<file path="src/vector_pkg.sv">
// package: vector slots, placement constants and request carrier
package vector_pkg;
   localparam int unsigned NUM_SOURCES = 26;
   localparam int unsigned ADDR_W = 14;
   localparam logic [13:0] RESET_VECTOR_ADDR = 14'h0000;
   localparam logic [13:0] TABLE_BASE_ADDR = 14'h0002;
   localparam logic [13:0] VECTOR_STRIDE = 14'h0002;
   localparam logic [13:0] BOOT_RESET_ADDR_DEFAULT = 14'h1c00;
   localparam logic FUSE_PROGRAMMED = 1'b0;
   localparam logic FUSE_UNPROGRAMMED = 1'b1;
   localparam logic [4:0] SLOT_EXT0 = 5'h00;
   localparam logic [4:0] SLOT_EXT1 = 5'h01;
   localparam logic [4:0] SLOT_PC0 = 5'h02;
   localparam logic [4:0] SLOT_PC1 = 5'h03;
   localparam logic [4:0] SLOT_PC2 = 5'h04;
   localparam logic [4:0] SLOT_WATCHDOG = 5'h05;
   localparam logic [4:0] SLOT_TC2_A = 5'h06;
   localparam logic [4:0] SLOT_TC2_B = 5'h07;
   localparam logic [4:0] SLOT_TC2_WRAP = 5'h08;
   localparam logic [4:0] SLOT_TC1_CAP = 5'h09;
   localparam logic [4:0] SLOT_TC1_A = 5'h0a;
   localparam logic [4:0] SLOT_TC1_B = 5'h0b;
   localparam logic [4:0] SLOT_TC1_WRAP = 5'h0c;
   localparam logic [4:0] SLOT_TC0_A = 5'h0d;
   localparam logic [4:0] SLOT_TC0_B = 5'h0e;
   localparam logic [4:0] SLOT_TC0_WRAP = 5'h0f;
   localparam logic [4:0] SLOT_SPI = 5'h10;
   localparam logic [4:0] SLOT_UART_RX = 5'h11;
   localparam logic [4:0] SLOT_UART_EMPTY = 5'h12;
   localparam logic [4:0] SLOT_UART_TX = 5'h13;
   localparam logic [4:0] SLOT_CONV = 5'h14;
   localparam logic [4:0] SLOT_NV = 5'h15;
   localparam logic [4:0] SLOT_COMP = 5'h16;
   localparam logic [4:0] SLOT_TWO_WIRE = 5'h17;
   localparam logic [4:0] SLOT_STORE = 5'h18;
   localparam logic [4:0] SLOT_NONE = 5'h1f;

   typedef enum logic [1:0] {
      ST_RESET = 2'b00,
      ST_IDLE = 2'b01,
      ST_HOLD = 2'b10
   } locator_state_t;

   typedef struct packed {
      logic ext_request_zero;
      logic ext_request_one;
      logic pin_change_group_zero;
      logic pin_change_group_one;
      logic pin_change_group_two;
      logic watchdog_timeout_source;
      logic tc2_match_a;
      logic tc2_match_b;
      logic tc2_wrap;
      logic tc1_capture;
      logic tc1_match_a;
      logic tc1_match_b;
      logic tc1_wrap;
      logic tc0_match_a;
      logic tc0_match_b;
      logic tc0_wrap;
      logic serial_periph_xfer_done;
      logic uart_rx_done;
      logic uart_tx_buffer_empty;
      logic uart_tx_done;
      logic conversion_done;
      logic nv_data_ready;
      logic comparator_event;
      logic two_wire_event;
      logic program_store_ready;
   } irq_requests_t;

   typedef struct packed {
      logic valid;
      logic [4:0] slot;
      logic [13:0] addr;
   } vector_out_t;
endpackage

</file>
<file path="src/vector_priority.sv">
// lowest-slot-first pick among pending requests
`timescale 1ns/1ps
module vector_priority
   import vector_pkg::*;
#(
   parameter int unsigned N = NUM_SOURCES
) (
   // clocking
   input wire logic clock,
   input wire logic reset_n,
   input wire logic clock_en,
   // requests
   input wire logic [N-1:0] pending,
   // selection
   output logic found,
   output logic [4:0] slot
);
   if (N < 1 || N > 31) begin : g_bad_n
      $error("vector_priority: N out of range");
   end

   typedef struct packed {
      logic found;
      logic [4:0] slot;
   } pick_t;

   pick_t s_q, s_d;

   function automatic logic [4:0] lowest(input logic [N-1:0] v);
      logic [4:0] r;
      r = SLOT_NONE;
      for (int i = N - 1; i >= 0; i--) begin
         if (v[i]) begin
            r = 5'(i);
         end
      end
      return r;
   endfunction

   always_comb begin
      s_d = s_q;
      s_d.found = |pending;
      s_d.slot = lowest(pending);
   end

   always_ff @(posedge clock or negedge reset_n) begin
      if (!reset_n) begin
         s_q <= '{found: 1'b0, slot: SLOT_NONE};
      end else if (clock_en) begin
         s_q <= s_d;
      end
   end

   assign found = s_q.found;
   assign slot = s_q.slot;
endmodule // vector_priority

</file>
<file path="src/reset_irq_vector_locator.sv">
// reset and interrupt vector address locator
// Overview of operation
// - every reset cause uses address 0x0000 when the fuse is unprogrammed
// - external requests at 0x0002 then 0x0004
// - pin-change 0x0006-0x000A, watchdog 0x000C
// - timer two: 0x000E, 0x0010, 0x0012
// - timer one: 0x0014 through 0x001A
// - timer zero: 0x001C, 0x001E, 0x0020
// - serial peripheral done at 0x0022
// - uart: 0x0024, 0x0026, 0x0028
// - remaining sources 0x002A through 0x0032
// - programmed fuse sends reset to boot
// - select bit adds boot start to vectors
// - placement table for fuse and select
// - fuse one unprogrammed, zero programmed
`timescale 1ns/1ps
module reset_irq_vector_locator
   import vector_pkg::*;
#(
   parameter logic [13:0] BOOT_RESET_ADDR = BOOT_RESET_ADDR_DEFAULT
) (
   // clocking
   input wire logic clock,
   input wire logic reset_n,
   input wire logic clock_en,
   // configuration
   input wire logic boot_reset_select_fuse,
   input wire logic vector_table_select_bit,
   // requests
   input wire irq_requests_t requests,
   // core handshake
   input wire logic vector_accept,
   // fetch target
   output logic reset_fetch_valid,
   output logic irq_valid,
   output logic [4:0] irq_slot,
   output logic [13:0] fetch_addr
);
   if (BOOT_RESET_ADDR[0] != 1'b0) begin : g_bad_boot
      $error("boot reset address must be even");
   end

   typedef struct packed {
      locator_state_t state;
      logic reset_fetch;
      logic irq_valid;
      logic [4:0] slot;
      logic [13:0] addr;
   } locator_t;

   locator_t s_q, s_d;
   logic [NUM_SOURCES-1:0] pend_vec;
   logic pick_found;
   logic [4:0] pick_slot;

   // slot 0 is the first struct field, highest bit
   for (genvar g = 0; g < NUM_SOURCES - 1; g++) begin : g_order
      assign pend_vec[g] = requests[NUM_SOURCES - 2 - g];
   end
   assign pend_vec[NUM_SOURCES-1] = 1'b0;

   vector_priority #(
      .N(NUM_SOURCES)
   ) u_pick (
      .clock(clock),
      .reset_n(reset_n),
      .clock_en(clock_en),
      .pending(pend_vec),
      .found(pick_found),
      .slot(pick_slot)
   );

   function automatic logic [13:0] reset_target(input logic fuse);
      if (fuse == FUSE_PROGRAMMED) begin
         return BOOT_RESET_ADDR;
      end else begin
         return RESET_VECTOR_ADDR;
      end
   endfunction

   // slot k sits at base + 2k: 0x0002..0x0032
   function automatic logic [13:0] vector_addr(input logic sel, input logic [4:0] slot);
      logic [13:0] nominal;
      nominal = TABLE_BASE_ADDR + 14'(slot) * VECTOR_STRIDE;
      if (sel) begin
         return 14'(nominal + BOOT_RESET_ADDR);
      end else begin
         return nominal;
      end
   endfunction

   always_comb begin
      s_d = s_q;
      case (s_q.state)
         ST_RESET: begin
            s_d.reset_fetch = 1'b1;
            s_d.irq_valid = 1'b0;
            s_d.slot = SLOT_NONE;
            s_d.addr = reset_target(boot_reset_select_fuse);
            if (vector_accept) begin
               s_d.reset_fetch = 1'b0;
               s_d.state = ST_IDLE;
            end
         end
         ST_IDLE: begin
            s_d.reset_fetch = 1'b0;
            if (pick_found) begin
               s_d.irq_valid = 1'b1;
               s_d.slot = pick_slot;
               s_d.addr = vector_addr(vector_table_select_bit, pick_slot);
               s_d.state = ST_HOLD;
            end
         end
         ST_HOLD: begin
            if (vector_accept) begin
               s_d.irq_valid = 1'b0;
               s_d.state = ST_IDLE;
            end
         end
         default: begin
            s_d.state = ST_RESET;
         end
      endcase
   end

   always_ff @(posedge clock or negedge reset_n) begin
      if (!reset_n) begin
         s_q <= '{state: ST_RESET, reset_fetch: 1'b0, irq_valid: 1'b0, slot: SLOT_NONE, addr: RESET_VECTOR_ADDR};
      end else if (clock_en) begin
         s_q <= s_d;
      end
   end

   assign reset_fetch_valid = s_q.reset_fetch;
   assign irq_valid = s_q.irq_valid;
   assign irq_slot = s_q.slot;
   assign fetch_addr = s_q.addr;

   AST_RESET_ADDR: assert property (@(posedge clock) disable iff (!reset_n)
      (reset_fetch_valid && $past(clock_en) && $stable(boot_reset_select_fuse))
         |-> fetch_addr == ((boot_reset_select_fuse == FUSE_PROGRAMMED) ? BOOT_RESET_ADDR : RESET_VECTOR_ADDR))
      else $error("reset target wrong");
   AST_FUSE_ONE: assert property (@(posedge clock) disable iff (!reset_n)
      (reset_fetch_valid && $past(boot_reset_select_fuse) && $past(clock_en)) |-> fetch_addr == 14'h0000)
      else $error("unprogrammed fuse must reset to zero");
   AST_FIRST_EXT: assert property (@(posedge clock) disable iff (!reset_n)
      (irq_valid && irq_slot == SLOT_EXT0 && $rose(irq_valid) && !$past(vector_table_select_bit))
         |-> fetch_addr == 14'h0002)
      else $error("first external vector wrong");
   AST_WATCHDOG_ADDR: assert property (@(posedge clock) disable iff (!reset_n)
      ($rose(irq_valid) && irq_slot == SLOT_WATCHDOG && !$past(vector_table_select_bit)) |-> fetch_addr == 14'h000c)
      else $error("watchdog vector wrong");
   AST_TC1_WRAP: assert property (@(posedge clock) disable iff (!reset_n)
      ($rose(irq_valid) && irq_slot == SLOT_TC1_WRAP && !$past(vector_table_select_bit)) |-> fetch_addr == 14'h001a)
      else $error("timer one wrap vector wrong");
   AST_STORE: assert property (@(posedge clock) disable iff (!reset_n)
      ($rose(irq_valid) && irq_slot == SLOT_STORE && !$past(vector_table_select_bit)) |-> fetch_addr == 14'h0032)
      else $error("store ready vector wrong");
   AST_RELOCATE: assert property (@(posedge clock) disable iff (!reset_n)
      ($rose(irq_valid) && $past(vector_table_select_bit))
         |-> fetch_addr == 14'(BOOT_RESET_ADDR + TABLE_BASE_ADDR + 14'(irq_slot) * VECTOR_STRIDE))
      else $error("relocated vector wrong");
   AST_HOLD: assert property (@(posedge clock) disable iff (!reset_n)
      (irq_valid && !vector_accept && clock_en) |=> (irq_valid && $stable(fetch_addr) && $stable(irq_slot)))
      else $error("vector changed before accept");
   AST_LOWEST: assert property (@(posedge clock) disable iff (!reset_n)
      ($rose(irq_valid) && $past(pick_found)) |-> irq_slot == $past(pick_slot))
      else $error("priority pick not taken");
   AST_EXT_ONE: assert property (@(posedge clock) disable iff (!reset_n)
      ($rose(irq_valid) && irq_slot == SLOT_EXT1 && !$past(vector_table_select_bit)) |-> fetch_addr == 14'h0004)
      else $error("second external vector wrong");
   AST_PC_ZERO: assert property (@(posedge clock) disable iff (!reset_n)
      ($rose(irq_valid) && irq_slot == SLOT_PC0 && !$past(vector_table_select_bit)) |-> fetch_addr == 14'h0006)
      else $error("first pin-change vector wrong");
   AST_PC_TWO: assert property (@(posedge clock) disable iff (!reset_n)
      ($rose(irq_valid) && irq_slot == SLOT_PC2 && !$past(vector_table_select_bit)) |-> fetch_addr == 14'h000a)
      else $error("third pin-change vector wrong");
   AST_TC2_A: assert property (@(posedge clock) disable iff (!reset_n)
      ($rose(irq_valid) && irq_slot == SLOT_TC2_A && !$past(vector_table_select_bit)) |-> fetch_addr == 14'h000e)
      else $error("timer two match a vector wrong");
   AST_TC2_WRAP: assert property (@(posedge clock) disable iff (!reset_n)
      ($rose(irq_valid) && irq_slot == SLOT_TC2_WRAP && !$past(vector_table_select_bit)) |-> fetch_addr == 14'h0012)
      else $error("timer two wrap vector wrong");
   AST_TC1_CAP: assert property (@(posedge clock) disable iff (!reset_n)
      ($rose(irq_valid) && irq_slot == SLOT_TC1_CAP && !$past(vector_table_select_bit)) |-> fetch_addr == 14'h0014)
      else $error("timer one capture vector wrong");
   AST_TC0_A: assert property (@(posedge clock) disable iff (!reset_n)
      ($rose(irq_valid) && irq_slot == SLOT_TC0_A && !$past(vector_table_select_bit)) |-> fetch_addr == 14'h001c)
      else $error("timer zero match a vector wrong");
   AST_TC0_WRAP: assert property (@(posedge clock) disable iff (!reset_n)
      ($rose(irq_valid) && irq_slot == SLOT_TC0_WRAP && !$past(vector_table_select_bit)) |-> fetch_addr == 14'h0020)
      else $error("timer zero wrap vector wrong");
   AST_XFER_DONE: assert property (@(posedge clock) disable iff (!reset_n)
      ($rose(irq_valid) && irq_slot == SLOT_SPI && !$past(vector_table_select_bit)) |-> fetch_addr == 14'h0022)
      else $error("serial peripheral vector wrong");
   AST_UART_RX: assert property (@(posedge clock) disable iff (!reset_n)
      ($rose(irq_valid) && irq_slot == SLOT_UART_RX && !$past(vector_table_select_bit)) |-> fetch_addr == 14'h0024)
      else $error("uart receive vector wrong");
   AST_UART_EMPTY: assert property (@(posedge clock) disable iff (!reset_n)
      ($rose(irq_valid) && irq_slot == SLOT_UART_EMPTY && !$past(vector_table_select_bit))
         |-> fetch_addr == 14'h0026)
      else $error("uart buffer empty vector wrong");
   AST_UART_TX: assert property (@(posedge clock) disable iff (!reset_n)
      ($rose(irq_valid) && irq_slot == SLOT_UART_TX && !$past(vector_table_select_bit)) |-> fetch_addr == 14'h0028)
      else $error("uart transmit vector wrong");
   AST_CONV: assert property (@(posedge clock) disable iff (!reset_n)
      ($rose(irq_valid) && irq_slot == SLOT_CONV && !$past(vector_table_select_bit)) |-> fetch_addr == 14'h002a)
      else $error("conversion vector wrong");
   AST_NV: assert property (@(posedge clock) disable iff (!reset_n)
      ($rose(irq_valid) && irq_slot == SLOT_NV && !$past(vector_table_select_bit)) |-> fetch_addr == 14'h002c)
      else $error("nonvolatile ready vector wrong");
   AST_COMP: assert property (@(posedge clock) disable iff (!reset_n)
      ($rose(irq_valid) && irq_slot == SLOT_COMP && !$past(vector_table_select_bit)) |-> fetch_addr == 14'h002e)
      else $error("comparator vector wrong");
   AST_FUSE_ZERO: assert property (@(posedge clock) disable iff (!reset_n)
      (reset_fetch_valid && !$past(boot_reset_select_fuse) && $past(clock_en)) |-> fetch_addr == BOOT_RESET_ADDR)
      else $error("programmed fuse must reset to boot");
   AST_REFUSE: assert property (@(posedge clock) disable iff (!reset_n)
      reset_fetch_valid |-> !irq_valid)
      else $error("interrupt presented before reset fetch");
   AST_SLOT_RANGE: assert property (@(posedge clock) disable iff (!reset_n)
      irq_valid |-> irq_slot <= SLOT_STORE)
      else $error("presented slot out of range");
endmodule // reset_irq_vector_locator

</file>
<file path="config.mk">
export PLATFORM = sky130hd
export DESIGN_NAME = reset_irq_vector_locator
export DESIGN_NICKNAME = d
export VERILOG_FILES = /design/src/vector_pkg.sv /design/src/vector_priority.sv /design/src/reset_irq_vector_locator.sv
export SDC_FILE = /design/constraint.sdc
export NUM_CORES = 1
export LEC_CHECK = 0
export BUFFER_PORTS_ARGS = -buffer_cell sky130_fd_sc_hd__clkbuf_2
export CORE_MARGIN = 4
export CORE_UTILIZATION = 49
export DETAILED_ROUTE_END_ITERATION = 16
export GPL_TIMING_DRIVEN = 0
export PLACE_DENSITY = 0.8
export SYNTH_ARGS = -nofsm -noshare
export SYNTH_HDL_FRONTEND = slang
export SYNTH_SLANG_ARGS = --single-unit
export TNS_END_PERCENT = 5
</file>
<file path="constraint.sdc">
create_clock -name clock -period 1.63 [get_ports clock]
set_input_delay 0.326 -clock clock [delete_from_list [all_inputs] [get_ports clock]]
set_output_delay 0.326 -clock clock [all_outputs]
set_load 0.05 [all_outputs]
</file>
# Word level (Yosys, flattened, before mapping)
# Cells that the tools add are included.
dict set report totals {
  register_bits 29
  inputBits 31
  output_inout_bits 21
}
dict set report op_classes {
  reduce_logical 8
  eq_ne 5
  addsub 2
  n_mux 36
}
# cell count
set ops {}
lappend ops {{2-to-1 mux 5 bit} 16}
lappend ops {{one-hot mux 19 bit (2 select lines)} 1}
lappend ops {{2-to-1 mux 4 bit} 8}
lappend ops {{OR reduction 25 bit} 1}
lappend ops {{2-to-1 mux 20 bit} 1}
lappend ops {{adder 7 x 13 -> 14 bit, second input constant} 1}
lappend ops {{2-to-1 mux 14 bit} 1}
lappend ops {{2-to-1 mux 13 bit} 1}
lappend ops {{AND reduction 4 bit} 2}
lappend ops {{adder 2 x 6 -> 7 bit, first input constant} 1}
lappend ops {{2-to-1 mux 3 bit} 2}
lappend ops {{one-hot mux 2 bit (3 select lines)} 1}
lappend ops {{2-to-1 mux 2 bit} 2}
lappend ops {{!= test 2 bit, second input constant} 2}
lappend ops {{one-hot mux 1 bit (3 select lines)} 1}
lappend ops {{AND reduction 3 bit} 1}
lappend ops {{nonzero test 3 bit} 1}
lappend ops {{equality test 2 x 1 -> 1 bit, second input constant} 1}
lappend ops {{equality test 2 bit, second input constant} 1}
lappend ops {{zero test 2 bit} 1}
lappend ops {{!= test 2 x 1 -> 1 bit, second input constant} 1}
lappend ops {{one-hot mux 1 bit (2 select lines)} 1}
lappend ops {{AND reduction 2 bit} 1}
lappend ops {{nonzero test 2 bit} 1}
lappend ops {{2-to-1 mux 1 bit} 1}

# Logic depth before layout (Yosys ltp)
dict set report logic_depth {
  ltp_word 25
  ltp_mapped 5
  mapped_depth_nobuf 4
}

# By module
# Synthesis repeated with hierarchy kept, for this count alone.
dict set report unflattened {
  hier_cells 162
  hier_area_um2 1478.9
}
# module cells_each area_each_um2 instances seq_area_each_um2
set by_module_without_submodules {}
lappend by_module_without_submodules {reset_irq_vector_locator 94 950.9 1 406.6}
lappend by_module_without_submodules {vector_priority 68 528.0 1 156.4}

# Worst setup path before layout
# OpenSTA, ideal clock, no wires.
dict set report synth_timing {
  path_type {input to register}
  start {input port requests[3] (netlist name)}
  end {register u_pick.s_q, in the netlist u_pick.found}
  setup_ps 126
  stages 3
  t_arrival_ps 1597
  t_required_ps 1504
  setup_slack_ps -93
  path_buffers 0
  path_cell_list {or4_4 or4b_1 o32a_1}
}
dict set report synth_between {
  elab_chain_cells 1
}
# item line
set synth_rtl {}
lappend synth_rtl {{start, declared} reset_irq_vector_locator.sv:30} ;# input wire irq_requests_t requests,
lappend synth_rtl {{OR reduction 25 bit} vector_priority.sv:42} ;# s_d.found = |pending;
lappend synth_rtl {{end signal, assigned} vector_priority.sv:48} ;# s_q <= '{found: 1'b0, slot: SLOT_NONE};
lappend synth_rtl {{end, declared} vector_priority.sv:27} ;# pick_t s_q, s_d;
# Every way passes these cells.
# A chain may end at the register's enable or synchronous reset.

# Worst setup path after layout
# Same ends and word-level chain as after synthesis.

==> out/qor.yml <==
layout:
  final_util: 0.660
  multiInputGateArea_sq_um: 639
  drive_above_1_share: 0.390
  nets: 251
  most-common-layout-cells: "clkbuf_2 (47), buf_4 (19), nand2_1 (17)"
  area_growth_pct: 23.7
  fill_cells: 216
  antennaDiodeCount: 0
  final_common_cell: "clkbuf_2"
  layout.area.seq_sq_um: 563
worst_setup_path:
  r2r_end: "fetch_addr[4]"
  regToRegSetupSlack_ps: 220
  worstPathRequired_ps: 1830
  r2r-start: "s_q[22]"
  arrival_ps: 1770
  worstSetupEndpointType: "flip-flop"
  critical_path.max_fanout: 3
  critPathKind: "in2reg"
  startpoint_type: "primary input"
  reg2reg_depth: 4
cts:
  cts_made_buffers: 3
  cts_buffer_depth: 2
  cts.sinks: 22
  cts_setup_buffers: 0
  cts_tree: "built"
  h-tree-depth: 1
  root_buffer: "clkbuf_4"
  clock_latency_ps: 300
  clkTransAtPathRegs_ps: 120
power:
  power_frac_comb: 0.425
  p_clk_frac: 0.169
  p_switching_mw: 0.719
  powerDensity_nw_per_um2: 1020
  ir_worst_vdd_uv: 871
  switching_share: 0.413
  seq_power_share: 0.406
  internal-power_mw: 1.02
  leakage_nw: 0.818
timing:
  fin_tns_setup_ps: 0
  worst_pin_slew_ps: 530
  holdWs_ps: 287
  drv_slew: 0
  fin_skew_ps: 5.81
  fin_crit_ps: 1570
  final_hold_viol_count: 0
  grt_setup_unrepaired: "no"
  timing.fmax_mhz: 638
  min_period_over_period: 0.961
  finalSetupViolCount: 0
  max_slew_margin: 0.647
routing:
  drc: 0
  ant_nets: 0
  dr.pass1.iters: 8
  vias_per_cell: 5.35
  wl_mm: 3.10
  drtIter0Drc: 38
  num_vias: 1326
  drt-wirelength-per-cell_um: 12.5
die:
  die_h_um: 61.1
  rows: 18
  initial_core_util: 0.533
  pin_count: 52
  core_area_sq_um: 2590
  die-area_sq_um: 3730
  die_x_um: 61.1
yosys:
  synth.largest_area_cell: "dfrtp_1"
  synth-seq-cells: 22
  ys_types: 40
  synth_edf_count: 0
  ys.flop_type: "dfrtp_1"
  yosysTopAreaCellShare: 0.217
  syn_area_per_cell_sq_um: 8.42
  synth.area.top_cells: "dfrtp_1 (22%), dfstp_2 (19%), buf_4 (10%)"
  netlist_area_sq_um: 1380
  synth_cells: 164
  synthArstFlopShare: 1.00
  ys_seq_area_frac: 0.408
  yosysWarnings: 0
hold_path:
  hold_start: "vector_accept"
  holdPathStages: 3
  min_to: "s_q[21]"
  hold_class: "in2reg"
grt:
  overflow: 0
  first_global_vias: 1259
  grt_use_total: 0.180
  grt_pass1_wl_mm: 5.14
  grt_max_degree: 23
  antenna_found_initial: 0
status:
  outcome: "complete, no violations"
placed_design:
  numPortBuffers: 46
  gp_congestion: 0.811
  hpwlAfterDp_mm: 2.49
run:
  maxCapViolCount: 0
state kept, by name (all words and copies together), names as in the netlist:
register           count
fetch_addr             7
irq_slot               5
irq_valid              1
reset_fetch_valid      1
s_q                    2
u_pick.found           1
u_pick.slot            5
how the worst max path moves through the flow:
stage	start	end	slack [ps]	cells past startpoint
5_1_grt	irq_slot[1]	irq_slot[1]	40	2
6_report	requests[3]	u_pick.found	60	4
3_5_place_dp	requests[3]	u_pick.found	-270	4
4_1_cts	s_q[22]	fetch_addr[4]	6	5
2_1_floorplan	requests[3]	u_pick.found	-90	3
3_3_place_gp	requests[3]	u_pick.found	-240	4
cells in the mapped netlist (all sizes together), types with 2 or more instances:
cell,number
a21oi,5
a31oi,4
and3,2
buf,19
clkbuf,4
dfrtp,12
dfstp,10
inv,10
nand2,17
nand2b,2
nand3,6
nor2,16
nor2b,4
nor3,2
nor4,6
o21ai,16
o221ai,2
o22ai,2
o31ai,3
or4,2
xnor2,3
cells by family (layout without fill, tap and decap cells):
| group | Yosys count | in the layout | share of synthesized area |
|---|---|---|---|
| compound gates | 40 | 40 | 0.185 |
| other cells | 1 | 5 | 0.00271 |
| mux | 1 | 1 | 0.00815 |
| fa+ha+maj | 1 | 1 | 0.00906 |
| flops | 22 | 22 | 0.408 |
| xor+xnor | 3 | 3 | 0.0190 |
| buf+inv | 33 | 83 | 0.141 |
| simple gates | 63 | 63 | 0.227 |
layout make-up:
cell class,instances,share of cell area
tap,30,0.0220
sequential,22,0.329
timing repair buffer,47,0.141
clock buffer,4,0.0212
inverter,10,0.0220
buffer,22,0.0908
multi-input combinational,113,0.374
timing repair:
action,4_1_cts,5_1_grt
endpoints found under the setup margin,0,11
gates resized for setup,0,4
endpoints found under the hold margin,12,0
hold buffers,1,0
power groups by stage:
| stage | Sequential [mW] | Clock, mW | Combinational [mW] |
|---|---|---|---|
| 6_report | 0.708 | 0.295 | 0.740 |
| 5_1_grt | 0.722 | 0.335 | 0.797 |
| 4_1_cts | 0.709 | 0.306 | 0.745 |
| 3_5_place_dp | 0.718 | 0 | 0.740 |
| 3_3_place_gp | 0.712 | 0 | 0.725 |
| 2_1_floorplan | 0.753 | 0 | 0.519 |
worst max-delay path, stage by stage:
cell      delay (ps)
clkbuf_2         100
or4_4            530
or4b_1           510
o32a_1           300
layer usage:
metal,up-vias,part of all wire,global-route usage
li1,664,-,-
met1,597,0.41,0.216
met2,61,0.51,0.328
met3,4,0.071,0.0168
met4,0,0.015,0.0712
met5,-,0,0
stage by stage:
| step | instances | setup slack (ps) | power, mW | instance area [sq um] |
|---|---|---|---|---|
| after floorplan | 168 | -93.4 | 1.27 | 1400 |
| after global placement | 244 | -243 | 1.44 | 1660 |
| after detailed placement | 244 | -269 | 1.46 | 1660 |
| after CTS | 249 | 6.43 | 1.76 | 1710 |
| after global routing | 248 | 40.5 | 1.85 | 1710 |
| final | 248 | 63.0 | 1.74 | 1710 |
(Power assumes the default switching activity.)
